**src/rtl/cifg_map.vh**
```
`ifndef CIFG_MAP_VH
`define CIFG_MAP_VH

// ==========================================================
// Register indices (word index; byte address is four times)
// ==========================================================
// Gate for CPU-port packets without a from-CPU tag
`define CIFG_IDX_UNTAG 30'h001120a3
// Gate for CPU-port packets carrying a from-CPU tag
`define CIFG_IDX_TAG 30'h001120ad
// Functional-control drop counter, clear on write
`define CIFG_IDX_DROP_CNT 30'h00112100
// Count of packets classified through this block, clear on write
`define CIFG_IDX_PKT_CNT 30'h00112101
// Status: bit 0 is the source of the last classified packet
`define CIFG_IDX_STATUS 30'h00112102

// ==========================================================
// Gate layout and reset value
// ==========================================================
`define CIFG_GATE_W 37
`define CIFG_HI_W 5
`define CIFG_GATE_RESET 37'h1ffffffff1

// ==========================================================
// Field positions inside a gate register
// ==========================================================
`define CIFG_B_LOOKUP 0
`define CIFG_B_NO_LEARN 1
`define CIFG_B_DROP 2
`define CIFG_B_IGNORE_REDIR 3
`define CIFG_B_ROUTE 4
`define CIFG_B_RSV_DMAC 5
`define CIFG_B_RSV_SMAC 6
`define CIFG_B_SRC_TAG_OPS 7
`define CIFG_B_TUNNEL 8
`define CIFG_B_SMON 9
`define CIFG_B_RX_FILTER 10
`define CIFG_B_RX_ACL 11
`define CIFG_B_RX_STP 12
`define CIFG_B_TX_STP 13
`define CIFG_B_MEMBER_DROP 14
`define CIFG_B_VID_OPS 15
`define CIFG_B_RX_MSTP 16
`define CIFG_B_TX_MSTP 17
`define CIFG_B_HDR_SUM 18
`define CIFG_B_L2_ACTION 19
`define CIFG_B_STATION_MOVE 20
`define CIFG_B_POLICER 21
`define CIFG_B_VRF_CNT 22
`define CIFG_B_NH_HIT 23
`define CIFG_B_ROUTED_EDIT 24
`define CIFG_B_TX_ACL 25
`define CIFG_B_RX_XLATE 26
`define CIFG_B_TX_XLATE 27
`define CIFG_B_XLATE_ACT 28
`define CIFG_B_MBSC 29
`define CIFG_B_MIRROR 30
`define CIFG_B_QUEUE_CHECK 31
`define CIFG_B_PORT_CNT 32
`define CIFG_B_REUSE_PM 33
`define CIFG_B_REUSE_Q 34
`define CIFG_B_CIPHER_NOMIR 35
`define CIFG_B_RXTX_FILTER 36

// ==========================================================
// Bus answers
// ==========================================================
`define CIFG_RESP_OKAY 2'h0
`define CIFG_RESP_SLVERR 2'h2

`endif

```
**src/rtl/cifg_gate.v**
```verilog
// Design decision made here: the AXI4-Lite register port.
`timescale 1ns/10ps
`default_nettype none
`include "cifg_map.vh"

module cifg_gate (
	// Clock, reset and enable
	input wire aclk,
	input wire aresetn,
	input wire ce,
	// AXI4-Lite write address
	input wire awvalid,
	output wire awready,
	input wire [31:0] awaddr,
	// AXI4-Lite write data
	input wire wvalid,
	output wire wready,
	input wire [31:0] wdata,
	input wire [3:0] wstrb,
	// AXI4-Lite write response
	output reg bvalid,
	input wire bready,
	output reg [1:0] bresp,
	// AXI4-Lite read address
	input wire arvalid,
	output wire arready,
	input wire [31:0] araddr,
	// AXI4-Lite read data
	output reg rvalid,
	input wire rready,
	output reg [31:0] rdata,
	output reg [1:0] rresp,
	// Classification request from the ingress packet processor
	input wire pkt_valid,
	input wire pkt_from_cpu_tag,
	input wire pkt_to_cipher,
	input wire pkt_encrypted,
	// Per-packet gate, held until the next classification
	// Single-bit outputs decode the most used fields of that gate
	output reg pkt_gate_valid,
	output reg [`CIFG_GATE_W-1:0] pkt_gate,
	output reg forwarding_lookup_en,
	output reg pkt_learn_en,
	output reg pkt_drop,
	output reg ignore_host_redirects,
	output reg permit_route,
	output reg pkt_mirror_en,
	output reg reuse_portmask_post_cipher,
	output reg reuse_queue_post_cipher
);

	// ==========================================================
	// Address decode
	// ==========================================================
	// Selector codes, one per reachable register word
	localparam [2:0] SEL_NONE = 3'h0;
	// Gate words
	localparam [2:0] SEL_UNTAG_LO = 3'h1;
	localparam [2:0] SEL_UNTAG_HI = 3'h2;
	localparam [2:0] SEL_TAG_LO = 3'h3;
	localparam [2:0] SEL_TAG_HI = 3'h4;
	// Own counters and status
	localparam [2:0] SEL_DROP_CNT = 3'h5;
	localparam [2:0] SEL_PKT_CNT = 3'h6;
	localparam [2:0] SEL_STATUS = 3'h7;

	// Map a byte address to a register selector; low two bits ignored
	// Used for the held write address and the live read address
	function [2:0] reg_select;
		input [31:0] addr;
		reg [29:0] idx;
		begin
			idx = addr[31:2];
			reg_select = SEL_NONE;
			// Anything not matched answers with an error response
			// Each gate spans its index and the following one
			if (idx == `CIFG_IDX_UNTAG) begin
				reg_select = SEL_UNTAG_LO;
			end else if (idx == `CIFG_IDX_UNTAG + 30'h1) begin
				reg_select = SEL_UNTAG_HI;
			end else if (idx == `CIFG_IDX_TAG) begin
				// Tagged gate, same two-word layout
				reg_select = SEL_TAG_LO;
			end else if (idx == `CIFG_IDX_TAG + 30'h1) begin
				reg_select = SEL_TAG_HI;
			end else if (idx == `CIFG_IDX_DROP_CNT) begin
				// Counters and status sit in their own index range
				reg_select = SEL_DROP_CNT;
			end else if (idx == `CIFG_IDX_PKT_CNT) begin
				reg_select = SEL_PKT_CNT;
			end else if (idx == `CIFG_IDX_STATUS) begin
				reg_select = SEL_STATUS;
			end
		end
	endfunction

	// Merge new data into an old word under the byte strobes
	// Used by both gate lanes for the low and the high word
	function [31:0] strobe_merge;
		input [31:0] old_word;
		input [31:0] new_word;
		input [3:0] strb;
		integer i;
		begin
			// Lanes with a low strobe keep the old byte
			strobe_merge = old_word;
			for (i = 0; i < 4; i = i + 1) begin
				if (strb[i]) begin
					strobe_merge[i*8 +: 8] = new_word[i*8 +: 8];
				end
			end
		end
	endfunction

	// ==========================================================
	// Storage
	// ==========================================================
	// Read view of both gates; each is stored in its lane below
	wire [`CIFG_GATE_W-1:0] gate_mem [0:1]; // Index 0 untagged, 1 tagged
	reg [31:0] drop_count; // Forced drops seen here
	reg [31:0] pkt_count; // Packets classified
	reg last_from_tag; // Source of the last classified packet
	// Both halves of a write wait here until both are in
	reg aw_held; // Write address captured
	reg w_held; // Write data captured
	reg [31:0] aw_addr_q; // Captured write address
	reg [31:0] wdata_q; // Captured write data
	reg [3:0] wstrb_q; // Captured write strobes

	// Write happens once both halves are held
	wire wr_fire = ce & aw_held & w_held;
	wire [2:0] wr_sel = reg_select(aw_addr_q);
	wire [2:0] rd_sel = reg_select(araddr);
	wire pkt_take = ce & pkt_valid;
	// Gate chosen for the current packet by its source
	// The tag flag picks the array index directly
	wire [`CIFG_GATE_W-1:0] gate_pick = gate_mem[pkt_from_cpu_tag];

	// Handshake readies; ce low holds everything
	// A pending response blocks new writes and a pending read new reads,
	// so at most one of each is ever in flight
	assign awready = ce & ~aw_held & ~bvalid;
	assign wready = ce & ~w_held & ~bvalid;
	assign arready = ce & ~rvalid;

	// ==========================================================
	// Write channel capture and response
	// ==========================================================
	// Address and data are taken independently, in either order
	always @(posedge aclk) begin
		if (!aresetn) begin
			// Nothing pending after reset
			aw_held <= 1'b0;
			w_held <= 1'b0;
			aw_addr_q <= 32'h00000000;
			wdata_q <= 32'h00000000;
			wstrb_q <= 4'h0;
			bvalid <= 1'b0;
			bresp <= `CIFG_RESP_OKAY;
		end else if (ce) begin
			// Capture address
			if (awvalid && awready) begin
				aw_held <= 1'b1;
				aw_addr_q <= awaddr;
			end
			// Capture data
			if (wvalid && wready) begin
				w_held <= 1'b1;
				wdata_q <= wdata;
				wstrb_q <= wstrb;
			end
			// Commit and answer the edge after both halves are held;
			// an unmapped write changes nothing and answers with an error
			if (wr_fire) begin
				aw_held <= 1'b0;
				w_held <= 1'b0;
				bvalid <= 1'b1;
				bresp <= (wr_sel == SEL_NONE) ? `CIFG_RESP_SLVERR : `CIFG_RESP_OKAY;
			end else if (bvalid && bready) begin
				// Response leaves once the master has taken it
				bvalid <= 1'b0;
			end
		end
	end

	// ==========================================================
	// Gate registers
	// ==========================================================
	// One lane per gate; low word holds bits 31:0, high word 36:32
	genvar g;
	generate
		for (g = 0; g < 2; g = g + 1) begin : gate_lane
			// Lane 0 serves untagged packets, lane 1 tagged ones
			reg [`CIFG_GATE_W-1:0] gate_q; // Stored gate of this lane
			wire [2:0] sel_lo = (g == 0) ? SEL_UNTAG_LO : SEL_TAG_LO;
			wire [2:0] sel_hi = (g == 0) ? SEL_UNTAG_HI : SEL_TAG_HI;
			wire [31:0] lo_new = strobe_merge(gate_q[31:0], wdata_q, wstrb_q);
			wire [31:0] hi_old = {27'h0000000, gate_q[`CIFG_GATE_W-1:32]};
			wire [31:0] hi_new = strobe_merge(hi_old, wdata_q, wstrb_q);
			// One writer per lane; the array is only a read view
			assign gate_mem[g] = gate_q;
			// Read/write entry, reset to the power-on enables
			always @(posedge aclk) begin
				if (!aresetn) begin
					gate_q <= `CIFG_GATE_RESET;
				end else if (wr_fire) begin
					if (wr_sel == sel_lo) begin
						// Low word: every strobe lane updates its own byte
						gate_q[31:0] <= lo_new;
					end else if (wr_sel == sel_hi) begin
						// High word: only byte 0 carries field bits
						gate_q[`CIFG_GATE_W-1:32] <= hi_new[`CIFG_HI_W-1:0];
					end
				end
			end
		end
	endgenerate

	// ==========================================================
	// Counters and status
	// ==========================================================
	// Next values of both counters
	reg [31:0] next_drop_count;
	reg [31:0] next_pkt_count;

	// A packet event in the clearing cycle survives as a count of one
	// Clear is applied first and the event added on top of it
	always @* begin
		next_drop_count = drop_count;
		next_pkt_count = pkt_count;
		if (wr_fire && wr_sel == SEL_DROP_CNT) begin
			next_drop_count = 32'h00000000;
		end
		if (wr_fire && wr_sel == SEL_PKT_CNT) begin
			next_pkt_count = 32'h00000000;
		end
		// Forced drop bumps the drop counter, saturating
		if (pkt_take && gate_pick[`CIFG_B_DROP] && next_drop_count != 32'hffffffff) begin
			next_drop_count = next_drop_count + 32'h00000001;
		end
		// Every classified packet is counted, saturating as well
		if (pkt_take && next_pkt_count != 32'hffffffff) begin
			next_pkt_count = next_pkt_count + 32'h00000001;
		end
	end

	// Counter and status flops
	always @(posedge aclk) begin
		if (!aresetn) begin
			// Counters start at zero
			drop_count <= 32'h00000000;
			pkt_count <= 32'h00000000;
			last_from_tag <= 1'b0;
		end else if (ce) begin
			drop_count <= next_drop_count;
			pkt_count <= next_pkt_count;
			// Status keeps the source of the most recent packet
			if (pkt_take) begin
				last_from_tag <= pkt_from_cpu_tag;
			end
		end
	end

	// ==========================================================
	// Read channel
	// ==========================================================
	reg [31:0] rd_word;

	// Read mux; unused upper bits read as zero
	// The selector follows the live address and the word is captured
	// at the same edge that accepts that address
	always @* begin
		case (rd_sel)
			SEL_UNTAG_LO: rd_word = gate_mem[0][31:0];
			SEL_UNTAG_HI: rd_word = {27'h0000000, gate_mem[0][`CIFG_GATE_W-1:32]};
			SEL_TAG_LO: rd_word = gate_mem[1][31:0];
			SEL_TAG_HI: rd_word = {27'h0000000, gate_mem[1][`CIFG_GATE_W-1:32]};
			// Counters read as full words
			SEL_DROP_CNT: rd_word = drop_count;
			SEL_PKT_CNT: rd_word = pkt_count;
			SEL_STATUS: rd_word = {31'h00000000, last_from_tag};
			default: rd_word = 32'h00000000;
		endcase
	end

	// Answer one cycle after the address is taken
	always @(posedge aclk) begin
		if (!aresetn) begin
			// No read pending after reset
			rvalid <= 1'b0;
			rdata <= 32'h00000000;
			rresp <= `CIFG_RESP_OKAY;
		end else if (ce) begin
			// Unmapped reads answer zero with an error
			if (arvalid && arready) begin
				rvalid <= 1'b1;
				rdata <= rd_word;
				rresp <= (rd_sel == SEL_NONE) ? `CIFG_RESP_SLVERR : `CIFG_RESP_OKAY;
			end else if (rvalid && rready) begin
				// Data leaves once the master has taken it
				rvalid <= 1'b0;
			end
		end
	end

	// ==========================================================
	// Per-packet classification
	// ==========================================================
	// The gate is latched once per packet so a later software write
	// cannot change the treatment of a packet already in flight.
	always @(posedge aclk) begin
		if (!aresetn) begin
			// Outputs start from the reset gate so that later stages
			// see the power-on enables before the first packet
			pkt_gate_valid <= 1'b0;
			pkt_gate <= `CIFG_GATE_RESET;
			forwarding_lookup_en <= 1'b1;
			pkt_learn_en <= 1'b1;
			pkt_drop <= 1'b0;
			ignore_host_redirects <= 1'b0;
			permit_route <= 1'b1;
			pkt_mirror_en <= 1'b1;
			reuse_portmask_post_cipher <= 1'b0;
			reuse_queue_post_cipher <= 1'b0;
		end else if (ce) begin
			// One-cycle valid pulse per classified packet
			pkt_gate_valid <= pkt_valid;
			// Without a request every other output keeps its value
			if (pkt_valid) begin
				// Whole vector feeds the other pipeline stages
				pkt_gate <= gate_pick;
				// Lookup enable
				forwarding_lookup_en <= gate_pick[`CIFG_B_LOOKUP];
				// Learning is on unless suppressed
				pkt_learn_en <= ~gate_pick[`CIFG_B_NO_LEARN];
				// Forced discard
				pkt_drop <= gate_pick[`CIFG_B_DROP];
				// Decoder send-to-CPU actions ignored
				ignore_host_redirects <= gate_pick[`CIFG_B_IGNORE_REDIR];
				// Routing permission
				permit_route <= gate_pick[`CIFG_B_ROUTE];
				// Flags below also depend on this packet's own path
				// Mirroring, blocked for cipher-bound packets when asked
				pkt_mirror_en <= gate_pick[`CIFG_B_MIRROR] &
					~(pkt_to_cipher & gate_pick[`CIFG_B_CIPHER_NOMIR]);
				// Reuse of earlier choices once encrypted
				reuse_portmask_post_cipher <= pkt_encrypted & gate_pick[`CIFG_B_REUSE_PM];
				reuse_queue_post_cipher <= pkt_encrypted & gate_pick[`CIFG_B_REUSE_Q];
			end
		end
	end

endmodule

`default_nettype wire

```
**config.mk**
```make
export PLATFORM = sky130hd
export DESIGN_NAME = cifg_gate
export DESIGN_NICKNAME = d
export VERILOG_FILES = /design/src/rtl/cifg_gate.v
export VERILOG_INCLUDE_DIRS = /design/src /design/src/rtl
export SDC_FILE = /design/constraint.sdc
export NUM_CORES = 1
export LEC_CHECK = 0
export ABC_CLOCK_PERIOD_IN_PS = 10020
export BUFFER_PORTS_ARGS = -buffer_cell sky130_fd_sc_hd__buf_2
export CORE_MARGIN = 1
export CORE_UTILIZATION = 40
export DETAILED_ROUTE_END_ITERATION = 6
export SYNTH_ARGS = -nofsm -noshare
export SYNTH_HDL_FRONTEND = slang
export SYNTH_SLANG_ARGS = --single-unit
```
**constraint.sdc**
```tcl
create_clock -name aclk -period 10.02 [get_ports aclk]
set_input_delay 1.002 -clock aclk [delete_from_list [all_inputs] [get_ports aclk]]
set_output_delay 1.002 -clock aclk [all_outputs]
set_load 0.1 [all_outputs]
```
# ---- After elaboration in Yosys (flattened, before gate mapping)
# Cells that the tools add are included.
dict set report word_totals {
  rom_bits 0
  mem_count 0
  ff_bits 293
  in_bits 112
  mem_bits_rw 0
  wordCells 154
  out_inout_bits 87
  latch_bits 0
}
dict set report op_classes {
  shifts 0
  n_mul 0
  reduce_logical 36
  bitwise 21
  muxes 32
  n_div 0
  addsub 2
  n_lt_le_gt_ge 1
  eq_ne 29
}
# cell count
set ops {}
lappend ops {{30-bit by 21-bit equality test with 1-bit output (second input constant)} 14}
lappend ops {{32-bit case mux with 7 select lines} 1}
lappend ops {{32-bit two-way mux} 4}
lappend ops {{37-bit two-way mux} 3}
lappend ops {{32-bit by 1-bit adder with 32-bit output (second input constant)} 2}
lappend ops {{32-bit inequality test (second input constant)} 2}
lappend ops {{3-bit two-way mux} 14}
lappend ops {{3-bit AND reduction} 8}
lappend ops {{3-bit equality test (second input constant)} 7}
lappend ops {{2-bit AND reduction} 10}
lappend ops {{1-bit bitwise AND} 12}
lappend ops {{3-bit by 2-bit equality test with 1-bit output (second input constant)} 4}
lappend ops {{1-bit logical AND} 10}
lappend ops {{1-bit two-way mux} 8}
lappend ops {{1-bit inverter} 8}
lappend ops {{4-bit AND reduction} 2}
lappend ops {{2-bit nonzero test} 4}
lappend ops {{3-bit by 1-bit equality test with 1-bit output (second input constant)} 2}
lappend ops {{3-bit logical NOT} 2}
lappend ops {{2-bit two-way mux} 2}
lappend ops {{2-bit >= comparator (second input constant)} 1}
lappend ops {{1-bit inverter with 2-bit output} 1}

# ---- Longest topological paths before layout
dict set report depth {
  ltp_word 14
  mapped_depth 15
}

# ---- Worst setup path after synthesis
# Ideal clock, no wire load.
dict set report synth_path {
  path_type {input-to-reg}
  startpoint {input port ce}
  endpoint {register drop_count[15]}
  cell_stages 13
  t_required_ns 9.944
  path_slack_ns 5.723
  setup_time_ns 0.076
  arrival_ns 4.221
  path_cell_list {nand3_1 > nor3_1 > nand3_1 > clkbuf_1 > and2_1 > ha_1 > and4_1 > and4_1 > a31oi_1 > a21boi_1 > nand2_1 > or4b_2 > a21boi_0}
}
dict set report synth_between {
  elab_chain_len 7
  word_cells_on_any_way 10
  classes_between {add/sub: 1; eq/ne: 1; mux: 2; bitwise: 3; reduce/logical: 3}
}
# item line_no
set synth_rtl {}
lappend synth_rtl {{start, declared} cifg_gate.v:10} ;# input wire ce,
lappend synth_rtl {{parallel branches: the longest is 7 deep, another holds 32-bit by 1-bit adder with 32-bit output} --}
lappend synth_rtl {{end signal, assigned} cifg_gate.v:255} ;# drop_count <= next_drop_count;
lappend synth_rtl {{end, declared} cifg_gate.v:120} ;# reg [31:0] drop_count;
# Several ways; the timed one is not identified.
# A chain may end at the register's enable or synchronous reset.

# ---- Final worst setup path
# Same ends and word-level chain as after synthesis.

==> metrics.txt <==
Yosys top cell by area dfxtp_1; fmax between 0.15 and 0.2 GHz; final hold violation count 0; RSZ-0062 raised after global routing no; # hold bufs at CTS 0; htree depth 1; post-route ant nets 0; switching pwr approximately 660 uW; Syn Std Cell Area between 10000 and 15000 sq um; residual DRC count 0; Num Clock Sinks roughly 290; sequential share of the synthesized area around 44%; first-pass GRT wire length 59.6 mm; cell chosen for the clock root clkbuf_16; Internal 1.96 mW; total power 2.63 mW; CP top delay family simple AND/OR/NAND/NOR gates; Rel. slew slack roughly a quarter; Placer Congestion between 0.8 and 0.9; Setup WS post-layout around 4500 ps; Final Instance Count excl. Fillers about 2100; Critical Path Fanout Max 17; n_diodes 0; max-slew violation count 0; PD cells around 170 nW/um^2; Distinct cells, synth 66; R2R Setup Slk approximately 4700 ps; Post-Synthesis Cells 1545; WS Path Type input port to flip-flop; TritonCTS Buffers 31; Max clock buf depth 3; vias in the first global route about 11000; ys async rst share 0%; Global Route Usage Sum 22.6%; Peak VDD IR about 0.00012 V; Reg power frac between 40 and 50%; share of cells above drive strength 1 16.1%; num ports about 200; Comb pwr share under 10%; DR pass1 iterations 5; Critical Path Sink Type flip-flop; post-synthesis average cell area roughly 8.3 sq um; Crit path buffers/inverters 2; CP arrival 6030 ps; Final Skew 13.4 ps; TNS Setup 0 ps; # rows 65; dpl hpwl ~27 mm; worst-path cell chain buf_2, nand3_1, nor3_1, nand3_1, and2_1, ha_1, and4_1, and4_1, a31oi_1, a21boi_1, buf_4, nand2_1, or4b_2, a21boi_0; initial drt markers 1075; cell leakage power 6.01 nW; Worst-Margin Slew approximately 1100 ps; Max Cap Viol 0; CP peak stage delay 870 ps; largest net degree at the start of global routing between 100 and 150; core area 31600 sq um; CP required approximately 11000 ps; ranking of synthesized cells by area dfxtp_1, nand2_1, mux2i_1, a21boi_0, nand3_1; vias 11492; # resized after CTS 0; Total Nets Final ~1800; ys flop type dfxtp_1; Yosys Warn Count 0; clk slew on worst S/H paths 60 ps; Post-Place Worst Slack approximately 4000 ps; buffers added on ports 192; status complete, no violations; DIE AREA 32900 sq um; postcts setup bufs 0; Routed WL per cell between 15 and 20 um; Final Setup Violations 0; die width about 180 um; placed cells approximately 2000; Starting Density between 40 and 50%; die height about 180 um; most numerous cell in the Yosys netlist nand2_1; top-area cell type share of the netlist area between 40% and 50%; number of synthesized flops with an enable pin 0; final WL 37.7 mm; slowest cell on the critical path nor3_1; Clock Latency Late Sink 550 ps; fin crit period around 5600 ps; DR vias/cell 5.46; CTS tree yes; Fillers ~3000; Yosys reg bits between 200 and 300; startpoint type of the worst setup path input port; switch share about a quarter; clock share of power a little under half; initial antenna violation count 1; final worst-path cycle share a little under three fifths; top post-synthesis cells by count nand2_1, dfxtp_1, nand3_1; gr ovfl total 0; synthesis-to-finish area growth 17.4%; Hold Crit Class flip-flop to flip-flop
[layout make-up]
class | instances | area, sq um | area share, %
Timing Repair Buffer | 202 | 1040 | 6.89
Tap cell | 402 | 503 | 3.33
Sequential cell | 285 | 5710 | 37.7
Clock buffer | 47 | 936 | 6.19
Clock inverter | 10 | 156 | 1.03
Inverter | 9 | 33.8 | 0.223
Multi-Input combinational cell | 1151 | 6740 | 44.6
[flip-flops by register name, indices dropped and copies added (netlist names), 4 cells and up]
register / flops
aw_addr_q: 30
drop_count: 32
gate_lane.gate_q: 74
pkt_count: 32
pkt_gate: 37
rdata: 32
wdata_q: 32
wstrb_q: 4
[power by group through the flow]
stage	Combinational [mW]	Sequential (mW)	Clock, mW
2_1_floorplan	0.105	1.28	0
4_1_cts	0.244	1.18	1.22
3_3_place_gp	0.241	1.20	0
3_5_place_dp	0.243	1.20	0
6_report	0.243	1.18	1.20
5_1_grt	0.260	1.18	1.28
[path summary, 6_finish.rpt]
path	depth (start not counted)	start	to
worst max-delay path	14	ce	drop_count[15]
worst min-delay path	2	rdata[30]	rdata[30]
worst max register to register	14	aw_addr_q[21]	drop_count[15]
worst min register to register	2	rdata[30]	rdata[30]
[cells in the final DEF (no fill, tap or decap), types with 5 or more instances in the layout]
master and count:
a22oi_1 5, nor3b_1 5, dfxtp_1 285, a22o_1 27
a221oi_1 30, inv_1 9, a21boi_0 76, and2_1 45
and3_1 24, nand4_1 29, nor4_2 5, a21oi_1 19
nand3_1 86, mux2i_1 66, nor2b_1 15, nor3_1 16
xor2_1 24, nor2_1 56, xnor2_1 22, clkbuf_1 6
buf_2 191, nand4b_1 5, nor4_1 9, o211ai_1 36
nand2_1 408, buf_4 10, clkbuf_16 31, and4_1 14
o21ai_0 46, or4_1 5, and2_0 5, a31oi_1 7
clkbuf_8 10
[per-stage QoR]
stage / instance area, sq um / hold WS (ps) / util (%)
3_5_place_dp: 14000 / 440 / 44.3
3_3_place_gp: 14000 / 435 / 44.3
6_report: 15100 / 451 / 47.8
2_1_floorplan: 12900 / 439 / -
4_1_cts: 15100 / 455 / 47.8
5_1_grt: 15100 / 478 / 47.8
[routing by layer]
layer / routed length (um) / share of wire (%) / GRT usage, %
met1: 18500 / 49 / 33.2
met2: 16700 / 44 / 35.2
met3: 1730 / 4.6 / 2.33
met4: 779 / 2.1 / 5.90
met5: 0 / 0 / 0
[worst min-delay path: stages, from the launching register on]
cell	delay, ps
dfxtp_1	320
nand2_1	40
o21ai_0	50
[logic make-up after synthesis]
kind of cell | count (synthesis) | synth area share [%]
AO/OA/AOI/OAI | 276 | 15.6
XOR/XNOR | 46 | 3.13
adder cells (fa/ha/maj) | 2 | 0.194
buffers and inverters | 110 | 3.42
flip-flops | 285 | 44.3
multiplexers | 70 | 5.48
other | 1 | 0.0291
AND/OR/NAND/NOR | 755 | 27.9
Note: power is estimated with default switching activity, not from simulation.
